File: src/hw/lpnp_defs.svh
// Purpose: Offsets, field positions, reset values for the next page register block
// Assumes: Included by bare name; definitions only
// Notes:   Printed offsets are word indices; byte address is four times the index
`ifndef LPNP_DEFS_SVH
`define LPNP_DEFS_SVH

// Word indices of the registers
`define LPNP_IDX_NEXT_PAGE   8'h08
`define LPNP_IDX_CTRL_ONE    8'h09

// Reset values
`define LPNP_NEXT_PAGE_RST   16'h0000
`define LPNP_CTRL_ONE_RST    16'h0000

// Field positions in the received next page word
`define LPNP_BIT_NEXT_PAGE   15
`define LPNP_BIT_ACK         14
`define LPNP_BIT_MSG_PAGE    13
`define LPNP_BIT_ACK2        12
`define LPNP_BIT_TOGGLE      11
`define LPNP_CODE_MSB        10
`define LPNP_CODE_LSB        0

// Field position of the autorun control in control register one
`define LPNP_BIT_AUTORUN     8

// AXI response codes
`define LPNP_RESP_OKAY       2'h0
`define LPNP_RESP_SLVERR     2'h2

`endif

File: src/hw/lpnp_pkg.sv
// Purpose: Types shared by the next page register block
// Assumes: Field order matches the register layout, bit 15 first
// Notes:   Constants live in lpnp_defs.svh
package lpnp_pkg;

  // One received next page code word
  typedef struct packed {
    logic        next_page;
    logic        ack;
    logic        message_page;
    logic        ack2;
    logic        toggle;
    logic [10:0] code;
  } np_page_type;

  // Write-side handshake signals of the register bus
  typedef struct packed {
    logic awready;
    logic wready;
    logic bvalid;
    logic [1:0] bresp;
  } axil_wr_resp_type;

  // Read-side handshake signals of the register bus
  typedef struct packed {
    logic arready;
    logic rvalid;
    logic [1:0] rresp;
    logic [31:0] rdata;
  } axil_rd_resp_type;

endpackage

File: src/hw/link_partner_next_page_regs.sv
// Purpose: Management registers for the received next page word and control register one
// Assumes: AXI4-Lite slave, 32-bit data, one outstanding write and one read
// Notes:   16-bit registers sit in the low half of each word; upper bits read zero
//
// Operation
// - Bit 15 of the received page reads 1 when the partner wants to send more next pages.
// - Bit 14 reads 1 when the partner acknowledged our code word, else 0.
// - Bit 13 reads 1 for a message page and 0 for an unformatted page.
// - Bit 12 reports the partner's acknowledge2, 1 meaning it can comply with the message.
// - Bit 11 reports the partner's toggle flag, the inverse of the previous word's toggle.
// - Bits 10 to 0 carry the received code field, message code or unformatted data.
// - With autorun bit 8 of control register one set, a cable test starts after each link drop.
// - The received page register sits at index 0x8, resets to zero and is read-only.
//
// Implementation choice: register access over AXI4-Lite.
`timescale 1ns/1ns
`default_nettype none
`include "lpnp_defs.svh"

module link_partner_next_page_regs
  import lpnp_pkg::*;
#(
  parameter int ADDR_W = 8
) (
  input  wire logic        core_clk_i,
  input  wire logic        rst_n_i,
  // AXI4-Lite write address
  input  wire logic [ADDR_W-1:0] s_axi_awaddr_i,
  input  wire logic        s_axi_awvalid_i,
  output var  logic        s_axi_awready_o,
  // AXI4-Lite write data
  input  wire logic [31:0] s_axi_wdata_i,
  input  wire logic [3:0]  s_axi_wstrb_i,
  input  wire logic        s_axi_wvalid_i,
  output var  logic        s_axi_wready_o,
  // AXI4-Lite write response
  output var  logic [1:0]  s_axi_bresp_o,
  output var  logic        s_axi_bvalid_o,
  input  wire logic        s_axi_bready_i,
  // AXI4-Lite read address
  input  wire logic [ADDR_W-1:0] s_axi_araddr_i,
  input  wire logic        s_axi_arvalid_i,
  output var  logic        s_axi_arready_o,
  // AXI4-Lite read data
  output var  logic [31:0] s_axi_rdata_o,
  output var  logic [1:0]  s_axi_rresp_o,
  output var  logic        s_axi_rvalid_o,
  input  wire logic        s_axi_rready_i,
  // Link side
  input  wire np_page_type page_i,
  input  wire logic        page_valid_i,
  input  wire logic        link_up_i,
  output var  logic        cable_test_start_o
);

  localparam int IDX_W = ADDR_W - 2;

  // Index must reach the highest register
  generate
    if (ADDR_W < 6 || ADDR_W > 32) begin : g_bad_addr_w
      $error("ADDR_W must lie between 6 and 32");
    end
  endgenerate

  logic              rst_meta;
  logic              rst_n;
  logic [ADDR_W-1:0] wr_addr;
  logic [31:0]       wr_data;
  logic [3:0]        wr_strb;
  logic              do_write;
  logic [IDX_W-1:0]  wr_idx;
  logic [IDX_W-1:0]  rd_idx;
  logic              cable_echo_autorun;
  logic              link_up_q;
  logic              link_drop;
  np_page_type       link_partner_next_page;
  logic [15:0]       next_page_word;
  logic [15:0]       ctrl_one_word;
  logic [31:0]       next_rdata;
  logic [1:0]        next_rresp;

  // Reset release through two flip-flops; assertion stays asynchronous
  always_ff @(posedge core_clk_i or negedge rst_n_i) begin
    if (!rst_n_i) begin
      rst_meta <= 1'b0;
      rst_n    <= 1'b0;
    end else begin
      rst_meta <= 1'b1;
      rst_n    <= rst_meta;
    end
  end

  // Held received page; only the link side ever changes it
  np_page_store u_page_store (
    .core_clk_i   (core_clk_i),
    .rst_n_i      (rst_n),
    .page_valid_i (page_valid_i),
    .page_i       (page_i),
    .page_o       (link_partner_next_page)
  );

  // Register images as seen by software
  always_comb begin
    next_page_word = 16'h0000;
    next_page_word[`LPNP_BIT_NEXT_PAGE] = link_partner_next_page.next_page;
    next_page_word[`LPNP_BIT_ACK]       = link_partner_next_page.ack;
    next_page_word[`LPNP_BIT_MSG_PAGE]  = link_partner_next_page.message_page;
    next_page_word[`LPNP_BIT_ACK2]      = link_partner_next_page.ack2;
    next_page_word[`LPNP_BIT_TOGGLE]    = link_partner_next_page.toggle;
    next_page_word[`LPNP_CODE_MSB:`LPNP_CODE_LSB] = link_partner_next_page.code;
    ctrl_one_word = 16'h0000;
    ctrl_one_word[`LPNP_BIT_AUTORUN] = cable_echo_autorun;
  end

  // Address and data may arrive in either order; both held until the write
  assign do_write = !s_axi_awready_o && !s_axi_wready_o && !s_axi_bvalid_o;
  assign wr_idx   = wr_addr[ADDR_W-1:2];

  // Write address channel; ready drops while an address is held
  always_ff @(posedge core_clk_i or negedge rst_n) begin
    if (!rst_n) begin
      s_axi_awready_o <= 1'b1;
      wr_addr         <= '0;
    end else if (s_axi_awvalid_i && s_axi_awready_o) begin
      s_axi_awready_o <= 1'b0;
      wr_addr         <= s_axi_awaddr_i;
    end else if (do_write) begin
      s_axi_awready_o <= 1'b1;
    end
  end

  // Write data channel, same holding scheme
  always_ff @(posedge core_clk_i or negedge rst_n) begin
    if (!rst_n) begin
      s_axi_wready_o <= 1'b1;
      wr_data        <= 32'h0000_0000;
      wr_strb        <= 4'h0;
    end else if (s_axi_wvalid_i && s_axi_wready_o) begin
      s_axi_wready_o <= 1'b0;
      wr_data        <= s_axi_wdata_i;
      wr_strb        <= s_axi_wstrb_i;
    end else if (do_write) begin
      s_axi_wready_o <= 1'b1;
    end
  end

  // Write response; the received page index is mapped but takes no write
  always_ff @(posedge core_clk_i or negedge rst_n) begin
    if (!rst_n) begin
      s_axi_bvalid_o <= 1'b0;
      s_axi_bresp_o  <= `LPNP_RESP_OKAY;
    end else if (do_write) begin
      s_axi_bvalid_o <= 1'b1;
      if (wr_idx == IDX_W'(`LPNP_IDX_NEXT_PAGE) || wr_idx == IDX_W'(`LPNP_IDX_CTRL_ONE)) begin
        s_axi_bresp_o <= `LPNP_RESP_OKAY;
      end else begin
        s_axi_bresp_o <= `LPNP_RESP_SLVERR;
      end
    end else if (s_axi_bvalid_o && s_axi_bready_i) begin
      s_axi_bvalid_o <= 1'b0;
    end
  end

  // Autorun control; bit 8 sits in byte lane 1
  always_ff @(posedge core_clk_i or negedge rst_n) begin
    if (!rst_n) begin
      cable_echo_autorun <= 1'(`LPNP_CTRL_ONE_RST >> `LPNP_BIT_AUTORUN);
    end else if (do_write && wr_idx == IDX_W'(`LPNP_IDX_CTRL_ONE) && wr_strb[1]) begin
      cable_echo_autorun <= wr_data[`LPNP_BIT_AUTORUN];
    end
  end

  // Read decode; unmapped words answer zero with an error
  assign rd_idx = s_axi_araddr_i[ADDR_W-1:2];

  always_comb begin
    next_rdata = 32'h0000_0000;
    next_rresp = `LPNP_RESP_OKAY;
    if (rd_idx == IDX_W'(`LPNP_IDX_NEXT_PAGE)) begin
      next_rdata = {16'h0000, next_page_word};
    end else if (rd_idx == IDX_W'(`LPNP_IDX_CTRL_ONE)) begin
      next_rdata = {16'h0000, ctrl_one_word};
    end else begin
      next_rresp = `LPNP_RESP_SLVERR;
    end
  end

  // Read channel; one read in flight, data captured at the address edge
  always_ff @(posedge core_clk_i or negedge rst_n) begin
    if (!rst_n) begin
      s_axi_arready_o <= 1'b1;
      s_axi_rvalid_o  <= 1'b0;
      s_axi_rdata_o   <= 32'h0000_0000;
      s_axi_rresp_o   <= `LPNP_RESP_OKAY;
    end else if (s_axi_arvalid_i && s_axi_arready_o) begin
      s_axi_arready_o <= 1'b0;
      s_axi_rvalid_o  <= 1'b1;
      s_axi_rdata_o   <= next_rdata;
      s_axi_rresp_o   <= next_rresp;
    end else if (s_axi_rvalid_o && s_axi_rready_i) begin
      s_axi_arready_o <= 1'b1;
      s_axi_rvalid_o  <= 1'b0;
    end
  end

  // Link drop edge; reset value 0 so no start fires after reset
  assign link_drop = link_up_q && !link_up_i;

  always_ff @(posedge core_clk_i or negedge rst_n) begin
    if (!rst_n) begin
      link_up_q <= 1'b0;
    end else begin
      link_up_q <= link_up_i;
    end
  end

  // One-cycle start of the cable test after each drop, only when enabled
  always_ff @(posedge core_clk_i or negedge rst_n) begin
    if (!rst_n) begin
      cable_test_start_o <= 1'b0;
    end else begin
      cable_test_start_o <= link_drop && cable_echo_autorun;
    end
  end

endmodule // link_partner_next_page_regs
`default_nettype wire

File: src/hw/np_page_store.sv
// Purpose: Holds the latest next page code word accepted from the link partner
// Assumes: page_valid_i is a one-cycle strobe in the management clock domain
// Notes:   Reset value is all zeros; the word is never written by software
`timescale 1ns/1ns
`default_nettype none
`include "lpnp_defs.svh"

module np_page_store
  import lpnp_pkg::*;
(
  input  wire logic        core_clk_i,
  input  wire logic        rst_n_i,
  input  wire logic        page_valid_i,
  input  wire np_page_type page_i,
  output var  np_page_type page_o
);

  // Latest accepted page replaces the held one
  always_ff @(posedge core_clk_i or negedge rst_n_i) begin
    if (!rst_n_i) begin
      page_o <= np_page_type'(`LPNP_NEXT_PAGE_RST);
    end else if (page_valid_i) begin
      page_o <= page_i;
    end
  end

endmodule // np_page_store
`default_nettype wire

File: config.mk
export PLATFORM = sky130hd
export DESIGN_NAME = link_partner_next_page_regs
export DESIGN_NICKNAME = d
export VERILOG_FILES = /design/src/hw/lpnp_pkg.sv /design/src/hw/link_partner_next_page_regs.sv /design/src/hw/np_page_store.sv
export VERILOG_INCLUDE_DIRS = /design/src /design/src/hw
export SDC_FILE = /design/constraint.sdc
export NUM_CORES = 1
export LEC_CHECK = 0
export BUFFER_PORTS_ARGS = -buffer_cell sky130_fd_sc_hd__buf_2
export CORE_MARGIN = 5
export CORE_UTILIZATION = 39
export DETAILED_ROUTE_END_ITERATION = 10
export PLACE_DENSITY = 0.75
export REMOVE_ABC_BUFFERS = 1
export SLEW_MARGIN = 0
export SYNTH_ARGS = -nofsm -noshare
export SYNTH_HDL_FRONTEND = slang
export SYNTH_SLANG_ARGS = --single-unit
File: constraint.sdc
create_clock -name core_clk_i -period 1.4 [get_ports core_clk_i]
set_input_delay 0.28 -clock core_clk_i [delete_from_list [all_inputs] [get_ports core_clk_i]]
set_output_delay 0.28 -clock core_clk_i [all_outputs]
set_load 0.005 [all_outputs]
==> impl_results.md, run 1 <==
- Remaining DRCs: 0
- Total CTS buffers: 5
- Reg power frac: 53.1%
- Final Non-Filler Cells: 323
- Max Buffers Root-to-Sink: 2
- Area delta synth->final: 23.2%
- Placed insts: 314
- Power Density: 1390 nW/um^2
- RR Endpoint: cable_echo_autorun
- Post-DR wirelength/cell: 12.4 um
- Sw frac: 25.3%
- Top cells by area, synth: dfrtp_1 58%, mux2_2 13%, buf_4 6.3%
- Sequential fraction of the synthesis area: 61.3%
- R2R cell count: 3
- Crit start category: flop
- Placed cell areas: 2500 um^2
- # IOs: 119
- Synth cell types: 24
- Clk pwr share: 26.9%
- Register bit total from synthesis: 52
- CP Capture Point: cable_echo_autorun
- H-tree depth: 2
- Final Slew Violations: 0
- Overflow after GRT: 0
- Achievable frequency: roughly 650 MHz
- Crit Path Class: reg2reg
- Largest net degree at the start of global routing: 30
- Reg2Reg Launch Point: wr_addr[4]
- Setup Buffers After CTS: 0
- GP Congestion: 0.738
- Crit. End Element: flop
- Minimum hold slack: approximately 110 ps
- Maximum capacitance violations: 0
- Antenna-violating nets left: 0
- Final WS setup: -142 ps
- Via-to-Cell Ratio: 4.44
- Psw: slightly above 0.9 mW
- R2R Setup Slk: -140 ps
- Via count: 1434
- Root Buffer: clkbuf_8
- Worst-path fanout max: 2
- Drt pass-1 iters: 4
- Mapped Cells: 178
- Combinational fraction of design power: between 20% and 30%
- Commonest non-fill, non-tap cell in the layout: buf_2
- Die area: approximately 7000 um^2
- Critical path startpoint: wr_addr[4]
- Core region area: 5410 um^2
- DIE HEIGHT: 83.9 um
- Failing checks: setup timing
- Peak VDD IR: 0.000795 V
- ANT cells: 0
- Min-delay worst type: in2reg
- Num rows: 27
- Minimum period implied by the final worst setup slack: between 1500 and 2000 ps
- Port Buffers: 62
- Reg clk slew, reported paths: around 80 ps
- # nets final: 327
- Placement Setup Slack: -219 ps
- Commonest non-fill, non-tap cells in the layout: 62 x buf_2, 48 x dfrtp_1, 36 x nand2_1
- CTS tree: done
- Clock Latency Late Sink: a little under 300 ps
- Fraction of layout cells with a size suffix above 1: 43.8%
- Leakage power: 1.29 nW
- Average size of a mapped cell: about 12 um^2
- Total Wirelength: 4020 um
- Final instance area: 2620 um^2
- Cell taking the most area after synthesis: dfrtp_1
- Gr usage total: 12.1%
- Synth Cell Area: 2130 um^2
- Die width: 83.9 um
- Antenna violations before repair: 0
- Vias in the first global route: between 1500 and 2000
- RSZ-0062 raised after global routing: yes
- Yosys top cell area share: between 50% and 60%
- Outcome: complete, but fails checks
- Worst Path Required: about 1600 ps
- Hpwl dp: 3030 um
- Fill cells: between 500 and 600
- Starting Density: roughly 40%
- Setup violators final: 1
- Largest registers: s_axi_rdata_o: 16 flops, u_page_store.page_o: 16 flops, wr_addr: 6 flops
- Post-route setup TNS: -142 ps
- Clock tree sinks: 52
- Final hold viol count: 0
- Yosys warning total: 0
- P_int: about 2.7 mW
- DR iter-0 viols: 50
- Crit path DAT: 1720 ps
- First-pass GRT wire length: 6920 um
- Layout Skew: 8.32 ps
- Tcrit/Tclk final: 110%
## cells in the mapped netlist
master,n
clkbuf_1,4
mux2_1,1
o21ai_0,17
o21ai_1,2
nand4b_1,1
and3b_1,1
or3_1,1
mux2_2,25
and2_1,1
inv_1,5
buf_4,18
mux2i_1,2
conb_1,2
a21oi_1,1
nor3_1,1
nor2_1,2
buf_2,2
dfrtp_1,49
dfstp_2,3
nand2_1,36
o31ai_1,1
nand3_1,1
nor4_4,1
or4b_4,1
## critical path, cell delays in order (launching register included)
cell,delay [ps]
dfrtp_1,380
or4b_4,560
nor4_4,170
mux2_4,320
## through the flow
step                power (mW)  utilization, %
floorplan                 2.37               -
global placement          2.67            46.3
detailed placement        2.71            46.3
CTS                       3.71            48.5
global route              3.92            48.5
finish                    3.66            48.5
## timing repair
action,CTS,global route
hold endpoints to repair,2,0
gates resized for setup,0,1
setup endpoints to repair,1,2
pin swaps,1,0
hold buffers,1,0
## per-layer routing
layer / vias to the layer above / part of all wire [%] / wire, um / GRT usage [%]
li1: 694 / - / - / -
met1: 690 / 43 / 1720 / 14.4
met2: 48 / 49 / 1950 / 20.8
met3: 2 / 8.0 / 322 / 4.34
met4: 0 / 0.60 / 24 / 3.07
met5: - / 0 / 0 / 0
## layout make-up
class                      instances  area, um^2  share of cell area [%]
timing repair buffer              72         388                    14.8
tap                               72        90.1                    3.43
clock inverter                     2        35.0                    1.34
inverter                           5        18.8                   0.715
clock buffer                       6        72.6                    2.77
multi-input combinational        114         713                    27.2
sequential                        52        1310                    49.8
## worst min path at each step
stage / startpoint / cells after the start / slack [ps] / endpoint
global placement: rst_n_i / 1 / 70 / rst_meta
detailed placement: rst_n_i / 1 / 70 / rst_meta
floorplan: rst_n_i / 0 / -20 / rst_meta
finish: link_up_i / 1 / 110 / link_up_q
global route: link_up_i / 1 / 90 / link_up_q
CTS: link_up_i / 1 / 100 / link_up_q
## kinds of logic (layout without fill, tap and decap cells)
family          count (synthesis)  after routing  synth area share, %
mux                            28             28                 14.7
simple gates                   46             46                 10.2
buf+inv                        29             85                 8.40
other cells                     2             19                0.353
flops                          52             52                 61.3
compound gates                 21             21                 5.05
## power by group through the flow
stage | Sequential [mW] | Clock (mW) | Combinational (mW)
6_report | 1.94 | 0.984 | 0.733
5_1_grt | 1.98 | 1.11 | 0.826
4_1_cts | 1.95 | 1.03 | 0.738
3_5_place_dp | 1.98 | 0 | 0.730
3_3_place_gp | 1.96 | 0 | 0.708
2_1_floorplan | 1.98 | 0 | 0.387
(Power assumes the default switching activity.)
==> run 2: changes to the inputs <==
--- a/config.mk
+++ b/config.mk
@@ -8,11 +8,12 @@
 export LEC_CHECK = 0
 export BUFFER_PORTS_ARGS = -buffer_cell sky130_fd_sc_hd__buf_2
 export CORE_MARGIN = 5
-export CORE_UTILIZATION = 39
+export CORE_UTILIZATION = 40
 export DETAILED_ROUTE_END_ITERATION = 10
-export PLACE_DENSITY = 0.75
+export PLACE_DENSITY = 0.76
 export REMOVE_ABC_BUFFERS = 1
 export SLEW_MARGIN = 0
 export SYNTH_ARGS = -nofsm -noshare
 export SYNTH_HDL_FRONTEND = slang
+export SYNTH_HIERARCHICAL = 1
 export SYNTH_SLANG_ARGS = --single-unit
==> impl_results.md, run 2 <==
- DR iter-0 viols: 28 (was 50)
- Hold path depth: 1 (unchanged)
- Minimum period implied by the final worst setup slack: 1560 ps (was 1540 ps)
- Total CTS buffers: 5 (unchanged)
- Minimum hold slack: 98.4 ps (was 110 ps)
- Crit. End Element: flop (unchanged)
- Mapped Cells: 177 (was 178)
- Largest registers: s_axi_rdata_o: 16 flops, u_page_store/page_o: 16 flops, wr_addr: 6 flops (was s_axi_rdata_o: 16 flops, u_page_store.page_o: 16 flops, wr_addr: 6 flops)
- Setup violators final: 1 (unchanged)
- Commonest non-fill, non-tap cells in the layout: 62 x buf_2, 48 x dfrtp_1, 35 x nand2_1 (was 62 x buf_2, 48 x dfrtp_1, 36 x nand2_1)
- Register bit total from synthesis: 52 (unchanged)
- Worst-path fanout max: 2 (unchanged)
- Post-DR wirelength/cell: 13.2 um (was 12.4 um)
- H-tree depth: 2 (unchanged)
- Hpwl dp: 3220 um (was 3030 um)
- Maximum capacitance violations: 0 (unchanged)
- Layout Skew: 9.67 ps (was 8.32 ps)
- RR Endpoint: cable_echo_autorun (unchanged)
- Placed insts: 315 (was 314)
- # IOs: 119 (unchanged)
- RSZ-0062 raised after global routing: yes (unchanged)
- Gr usage total: 13.0% (was 12.1%)
- Drt pass-1 iters: 4 (unchanged)
- Final Slew Violations: 0 (unchanged)
- # nets final: 329 (was 327)
- Via-to-Cell Ratio: 4.50 (was 4.44)
- Synth cell types: 28 (was 24)
- R2R cell count: 3 (unchanged)
- Placed cell areas: 2580 um^2 (was 2500 um^2)
- HP Start: link_up_i (unchanged)
- Max Buffers Root-to-Sink: 2 (unchanged)
- Min-delay worst type: in2reg (unchanged)
- Final hold viol count: 0 (unchanged)
- Tcrit/Tclk final: 112% (was 110%)
- Outcome: complete, but fails checks (unchanged)
- Root Buffer: clkbuf_8 (unchanged)
- Power Density: 1340 nW/um^2 (was 1390 nW/um^2)
- Failing checks: setup timing (unchanged)
- Reg2Reg Launch Point: wr_addr[6] (was wr_addr[4])
- Fraction of layout cells with a size suffix above 1: 44.7% (was 43.8%)
- Final Non-Filler Cells: 325 (was 323)
- Crit Path Class: reg2reg (unchanged)
- Core region area: 5410 um^2 (unchanged)
- GP Congestion: 0.784 (was 0.738)
- Leading cell type by number of instances after synthesis: dfrtp_1 (unchanged)
- Average size of a mapped cell: 12.4 um^2 (was 12.0 um^2)
- Post-route setup TNS: -161 ps (was -142 ps)
- Clock tree sinks: 52 (unchanged)
- Antenna violations before repair: 0 (unchanged)
- Total Wirelength: 4280 um (was 4020 um)
- Overflow after GRT: 0 (unchanged)
- Synth Cell Area: 2190 um^2 (was 2130 um^2)
- Final WS setup: -161 ps (was -142 ps)
- Crit path DAT: 1750 ps (was 1720 ps)
- Yosys warning total: 6 (was 0)
- Commonest non-fill, non-tap cell in the layout: buf_2 (unchanged)
- Fin util: 49.9% (was 48.5%)
- Placement Setup Slack: -239 ps (was -219 ps)
- Worst Hold Endpoint: link_up_q (unchanged)
- Leakage power: 1.35 nW (was 1.29 nW)
- Peak VDD IR: 0.000648 V (was 0.000795 V)
- Remaining DRCs: 0 (unchanged)
- Sequential fraction of the synthesis area: 59.6% (was 61.3%)
- Achievable frequency: 640 MHz (was 649 MHz)
- Synth cell count leaders: 49 x dfrtp_1, 35 x nand2_1, 18 x buf_4, 18 x o21ai_0, 14 x mux2_2 (was 49 x dfrtp_1, 36 x nand2_1, 25 x mux2_2)
- Worst Path Required: 1590 ps (was 1580 ps)
- Die area: 7050 um^2 (was 7040 um^2)
- Crit start category: flop (unchanged)
- Post-synth top flop: dfrtp_1 (unchanged)
- Area delta synth->final: 23.1% (was 23.2%)
- Final instance area: 2700 um^2 (was 2620 um^2)
- Async SR Flop Fraction: 100% (unchanged)
- Antenna-violating nets left: 0 (unchanged)
- Num rows: 27 (unchanged)
- Via count: 1461 (was 1434)
- Starting Density: 40.5% (was 39.4%)
- Clock Latency Late Sink: 300 ps (was 290 ps)
- Die width: 84.0 um (was 83.9 um)
- R2R Setup Slk: -160 ps (was -140 ps)
- Number of synthesized flops with an enable pin: 0 (unchanged)
- Port Buffers: 62 (unchanged)
- Cell taking the most area after synthesis: dfrtp_1 (unchanged)
- CTS tree: done (unchanged)
- Largest net degree at the start of global routing: 20 (was 30)
- Vias in the first global route: 1524 (unchanged)
- First-pass GRT wire length: 7330 um (was 6920 um)
- Reg clk slew, reported paths: 90 ps (was 80 ps)
- Top cells by area, synth: dfrtp_1 56%, mux2_2 7.2%, mux2_4 6.9% (was dfrtp_1 58%, mux2_2 13%, buf_4 6.3%)
- DIE HEIGHT: 84.0 um (was 83.9 um)
- ANT cells: 0 (unchanged)
- Yosys top cell area share: 56.0% (was 57.6%)
- Tot Pwr: 3.61 mW (was 3.66 mW)
run 2: worst max-delay path, stage by stage (launching register included):
cell and delay, ps:
dfrtp_1 380, or4b_4 570, nor4_4 180, mux2_4 320
run 2: cell type report:
class	count	area [um^2]
repair buffers	75	435
clock buffers	8	90.1
inverters	5	18.8
multi-input cells	113	756
fillers	519	2710
well taps	72	90.1
flip-flops and latches	52	1310
run 2: kinds of logic after synthesis:
| group | count (synthesis) | synth area share [%] |
|---|---|---|
| and+or+nand+nor | 45 | 10.1 |
| DFF | 52 | 59.6 |
| AOI/OAI and AO/OA | 22 | 5.31 |
| buffers and inverters | 29 | 9.20 |
| muxes | 27 | 15.5 |
| other | 2 | 0.343 |
run 2: worst max-delay path by stage:
stage | start | to | slack [ps] | depth (start not counted)
floorplan | wr_addr[4] | cable_echo_autorun | -160 | 3
global placement | wr_addr[4] | cable_echo_autorun | -220 | 3
detailed placement | wr_addr[4] | cable_echo_autorun | -240 | 3
CTS | wr_addr[6] | cable_echo_autorun | -160 | 3
global route | wr_addr[6] | cable_echo_autorun | -190 | 3
finish | wr_addr[6] | cable_echo_autorun | -160 | 3
run 2: repair_timing:
item / 4_1_cts / 5_1_grt
setup buffers: 1 / 0
endpoints found under the setup margin: 1 / 2
hold buffers: 1 / 0
pin swaps: 2 / 0
hold endpoints to repair: 2 / 0
gates resized for setup: 0 / 2
run 2: layer usage:
layer	part of all wire, %	global-route usage (%)	vias up
li1	-	-	700
met1	44	16.8	705
met2	47	20.4	50
met3	7.7	3.95	6
met4	1.3	4.82	0
met5	0	0	-
run 2: report_power, final:
| part | switching, mW | internal [mW] |
|---|---|---|
| combinational | 0.330 | 0.466 |
| sequential | 0.161 | 1.79 |
| clock | 0.452 | 0.404 |
==> run 3: changes to the inputs <==
--- a/config.mk
+++ b/config.mk
@@ -8,9 +8,11 @@
 export LEC_CHECK = 0
 export BUFFER_PORTS_ARGS = -buffer_cell sky130_fd_sc_hd__buf_2
 export CORE_MARGIN = 5
-export CORE_UTILIZATION = 40
+export CORE_UTILIZATION = 41
+export CTS_BUF_LIST = sky130_fd_sc_hd__clkbuf_4 sky130_fd_sc_hd__clkbuf_8
 export DETAILED_ROUTE_END_ITERATION = 10
-export PLACE_DENSITY = 0.76
+export GPL_TIMING_DRIVEN = 0
+export PLACE_DENSITY_LB_ADDON = 0.08
 export REMOVE_ABC_BUFFERS = 1
 export SLEW_MARGIN = 0
 export SYNTH_ARGS = -nofsm -noshare
==> impl_results.md, run 3 (same netlist as run 2, synthesis figures left out) <==
- Area delta synth->final: 19.9% (was 23.1%)
- Outcome: complete, but fails checks (unchanged)
- Sw frac: 26.0% (was 26.1%)
- Combinational fraction of design power: 19.1% (was 22.1%)
- Failing checks: setup timing (unchanged)
- GP Congestion: 0.680 (was 0.784)
- CTS tree: done (unchanged)
- DIE HEIGHT: 83.1 um (was 84.0 um)
- Leakage power: 1.31 nW (was 1.35 nW)
- Fraction of layout cells with a size suffix above 1: 44.3% (was 44.7%)
- Crit path DAT: 1750 ps (about the same)
- Die area: 6900 um^2 (was 7050 um^2)
- Placed cell areas: 2490 um^2 (was 2580 um^2)
- Uppermost layer routed: met4 (unchanged)
- Achievable frequency: 639 MHz (was 640 MHz)
- Setup violators final: 1 (unchanged)
- RSZ-0062 raised after global routing: yes (unchanged)
- Minimum period implied by the final worst setup slack: 1560 ps (about the same)
- Final Non-Filler Cells: 314 (was 325)
- Tcrit/Tclk final: 112% (about the same)
- Core region area: 5140 um^2 (was 5410 um^2)
- Power Density: 1350 nW/um^2 (was 1340 nW/um^2)
- Remaining DRCs: 0 (unchanged)
- Min-delay worst type: in2reg (unchanged)
- Metal2 WL: 1830 um (was 2020 um)
- Largest net degree at the start of global routing: 40 (was 20)
- Final instance area: 2630 um^2 (was 2700 um^2)
- Final WS setup: -165 ps (was -161 ps)
- Port Buffers: 62 (unchanged)
- Vias in the first global route: 1413 (was 1524)
- Via count: 1462 (was 1461)
- Reg clk slew, reported paths: 80 ps (was 90 ps)
- Antenna-violating nets left: 0 (unchanged)
- Peak VDD IR: 0.000717 V (was 0.000648 V)
- Commonest non-fill, non-tap cell in the layout: buf_2 (unchanged)
- Gr usage total: 12.5% (was 13.0%)
- HP Start: link_up_i (unchanged)
- DR iter-0 viols: 29 (was 28)
- Starting Density: 42.6% (was 40.5%)
- Commonest non-fill, non-tap cells in the layout: 62 x buf_2, 48 x dfrtp_1, 34 x nand2_1 (was 62 x buf_2, 48 x dfrtp_1, 35 x nand2_1)
- Clock tree sinks: 52 (unchanged)
- First-pass GRT wire length: 6930 um (was 7330 um)
- Final Slew Violations: 0 (unchanged)
- Met3 wire len: 338 um (was 329 um)
- Die width: 83.1 um (was 84.0 um)
- Reg2Reg Launch Point: wr_addr[4] (was wr_addr[6])
- Reg power frac: 55.6% (was 54.2%)
- Final hold viol count: 0 (unchanged)
- Antenna violations before repair: 0 (unchanged)
- Total CTS buffers: 5 (unchanged)
- Clk pwr share: 25.3% (was 23.7%)
- H-tree depth: 2 (unchanged)
- Crit start category: flop (unchanged)
- # IOs: 119 (unchanged)
- Max Buffers Root-to-Sink: 2 (unchanged)
- Total Wirelength: 4210 um (was 4280 um)
- ANT cells: 0 (unchanged)
- Layout Skew: 7.77 ps (was 9.67 ps)
- Root Buffer: clkbuf_8 (unchanged)
- Crit. End Element: flop (unchanged)
- # nets final: 320 (was 329)
- Clock Latency Late Sink: 300 ps (about the same)
- Largest registers: s_axi_rdata_o: 16 flops, u_page_store/page_o: 16 flops, wr_addr: 6 flops (unchanged)
- P_int: 2.62 mW (was 2.67 mW)
- Psw: 0.920 mW (was 0.943 mW)
- Critical path startpoint: wr_addr[4] (was wr_addr[6])
- Crit Path Class: reg2reg (unchanged)
- Drt pass-1 iters: 4 (unchanged)
- Worst-path fanout max: 2 (unchanged)
- Placed insts: 303 (was 315)
- Maximum capacitance violations: 0 (unchanged)
- Tot Pwr: 3.54 mW (was 3.61 mW)
- Post-DR wirelength/cell: 13.4 um (was 13.2 um)
- Num rows: 26 (was 27)
- Worst Path Required: 1590 ps (about the same)
- Overflow after GRT: 0 (unchanged)
- Wl on met1: 1980 um (was 1870 um)
- Hpwl dp: 2960 um (was 3220 um)
- Via-to-Cell Ratio: 4.66 (was 4.50)
run 3: cell count changes in the layout (fill, tap and decap cells not counted):
cell,previous run,this run
and2_2,0,1
and2_1,1,0
buf_4,10,2
buf_12,2,1
clkbuf_1,2,0
clkbuf_4,0,2
nand2_2,0,1
nand2_1,35,34
run 3: path summary, 6_finish.rpt:
path / end / slack (ps) / cells past startpoint
setup / recovery: cable_echo_autorun / -160 / 3
hold / removal: link_up_q / 90 / 1
setup reg to reg: cable_echo_autorun / -160 / 3
hold reg to reg: u_page_store/page_o[7] / 140 / 0
max in group asynchronous: s_axi_wready_o / 690 / 1
min in group asynchronous: u_page_store/page_o[7] / 140 / 0
run 3: power groups by stage:
stage | Sequential, mW | Clock (mW) | Combinational, mW
finish | 1.97 | 0.894 | 0.678
global placement | 2.01 | 0 | 0.621
floorplan | 1.98 | 0 | 0.403
detailed placement | 1.99 | 0 | 0.664
CTS | 1.97 | 0.932 | 0.692
global route | 2.01 | 0.992 | 0.768
run 3: what timing repair did:
action / 4_1_cts / 5_1_grt
endpoints found under the setup margin: 18 / 15
buffers inserted: 0 / 2
hold endpoints to repair: 2 / 0
hold buffers: 1 / 0
pin swaps: 1 / 2
gates resized for setup: 4 / 0
run 3: metrics by stage:
step | hold WS [ps] | TNS, ps | worst slack [ps] | util [%]
6_report | 94.3 | -165 | -165 | 51.1
5_1_grt | 72.1 | -195 | -195 | 51.1
4_1_cts | 78.4 | -178 | -178 | 50.8
3_5_place_dp | 65.9 | -4110 | -306 | 48.4
3_3_place_gp | 65.0 | -42670 | -794 | 48.0
2_1_floorplan | -15.6 | -7190 | -161 | -
run 3: layout make-up:
cell class / instances / area, um^2
Tap cell: 70 / 87.6
Inverter: 5 / 18.8
Multi-Input combinational cell: 113 / 759
Fill cell: 506 / 2510
Clock buffer: 8 / 97.6
Sequential cell: 52 / 1310
Timing Repair Buffer: 66 / 355
run 3: critical path, cell delays in order (launching register included):
cell and delay, ps:
dfrtp_1 380, or4b_4 560, nor4_4 190, mux2_4 320
run 3: layer usage:
metal	vias up	track usage (%)
met5	-	0
met4	0	4.46
met3	6	4.55
met2	62	18.4
met1	715	16.9
li1	679	-
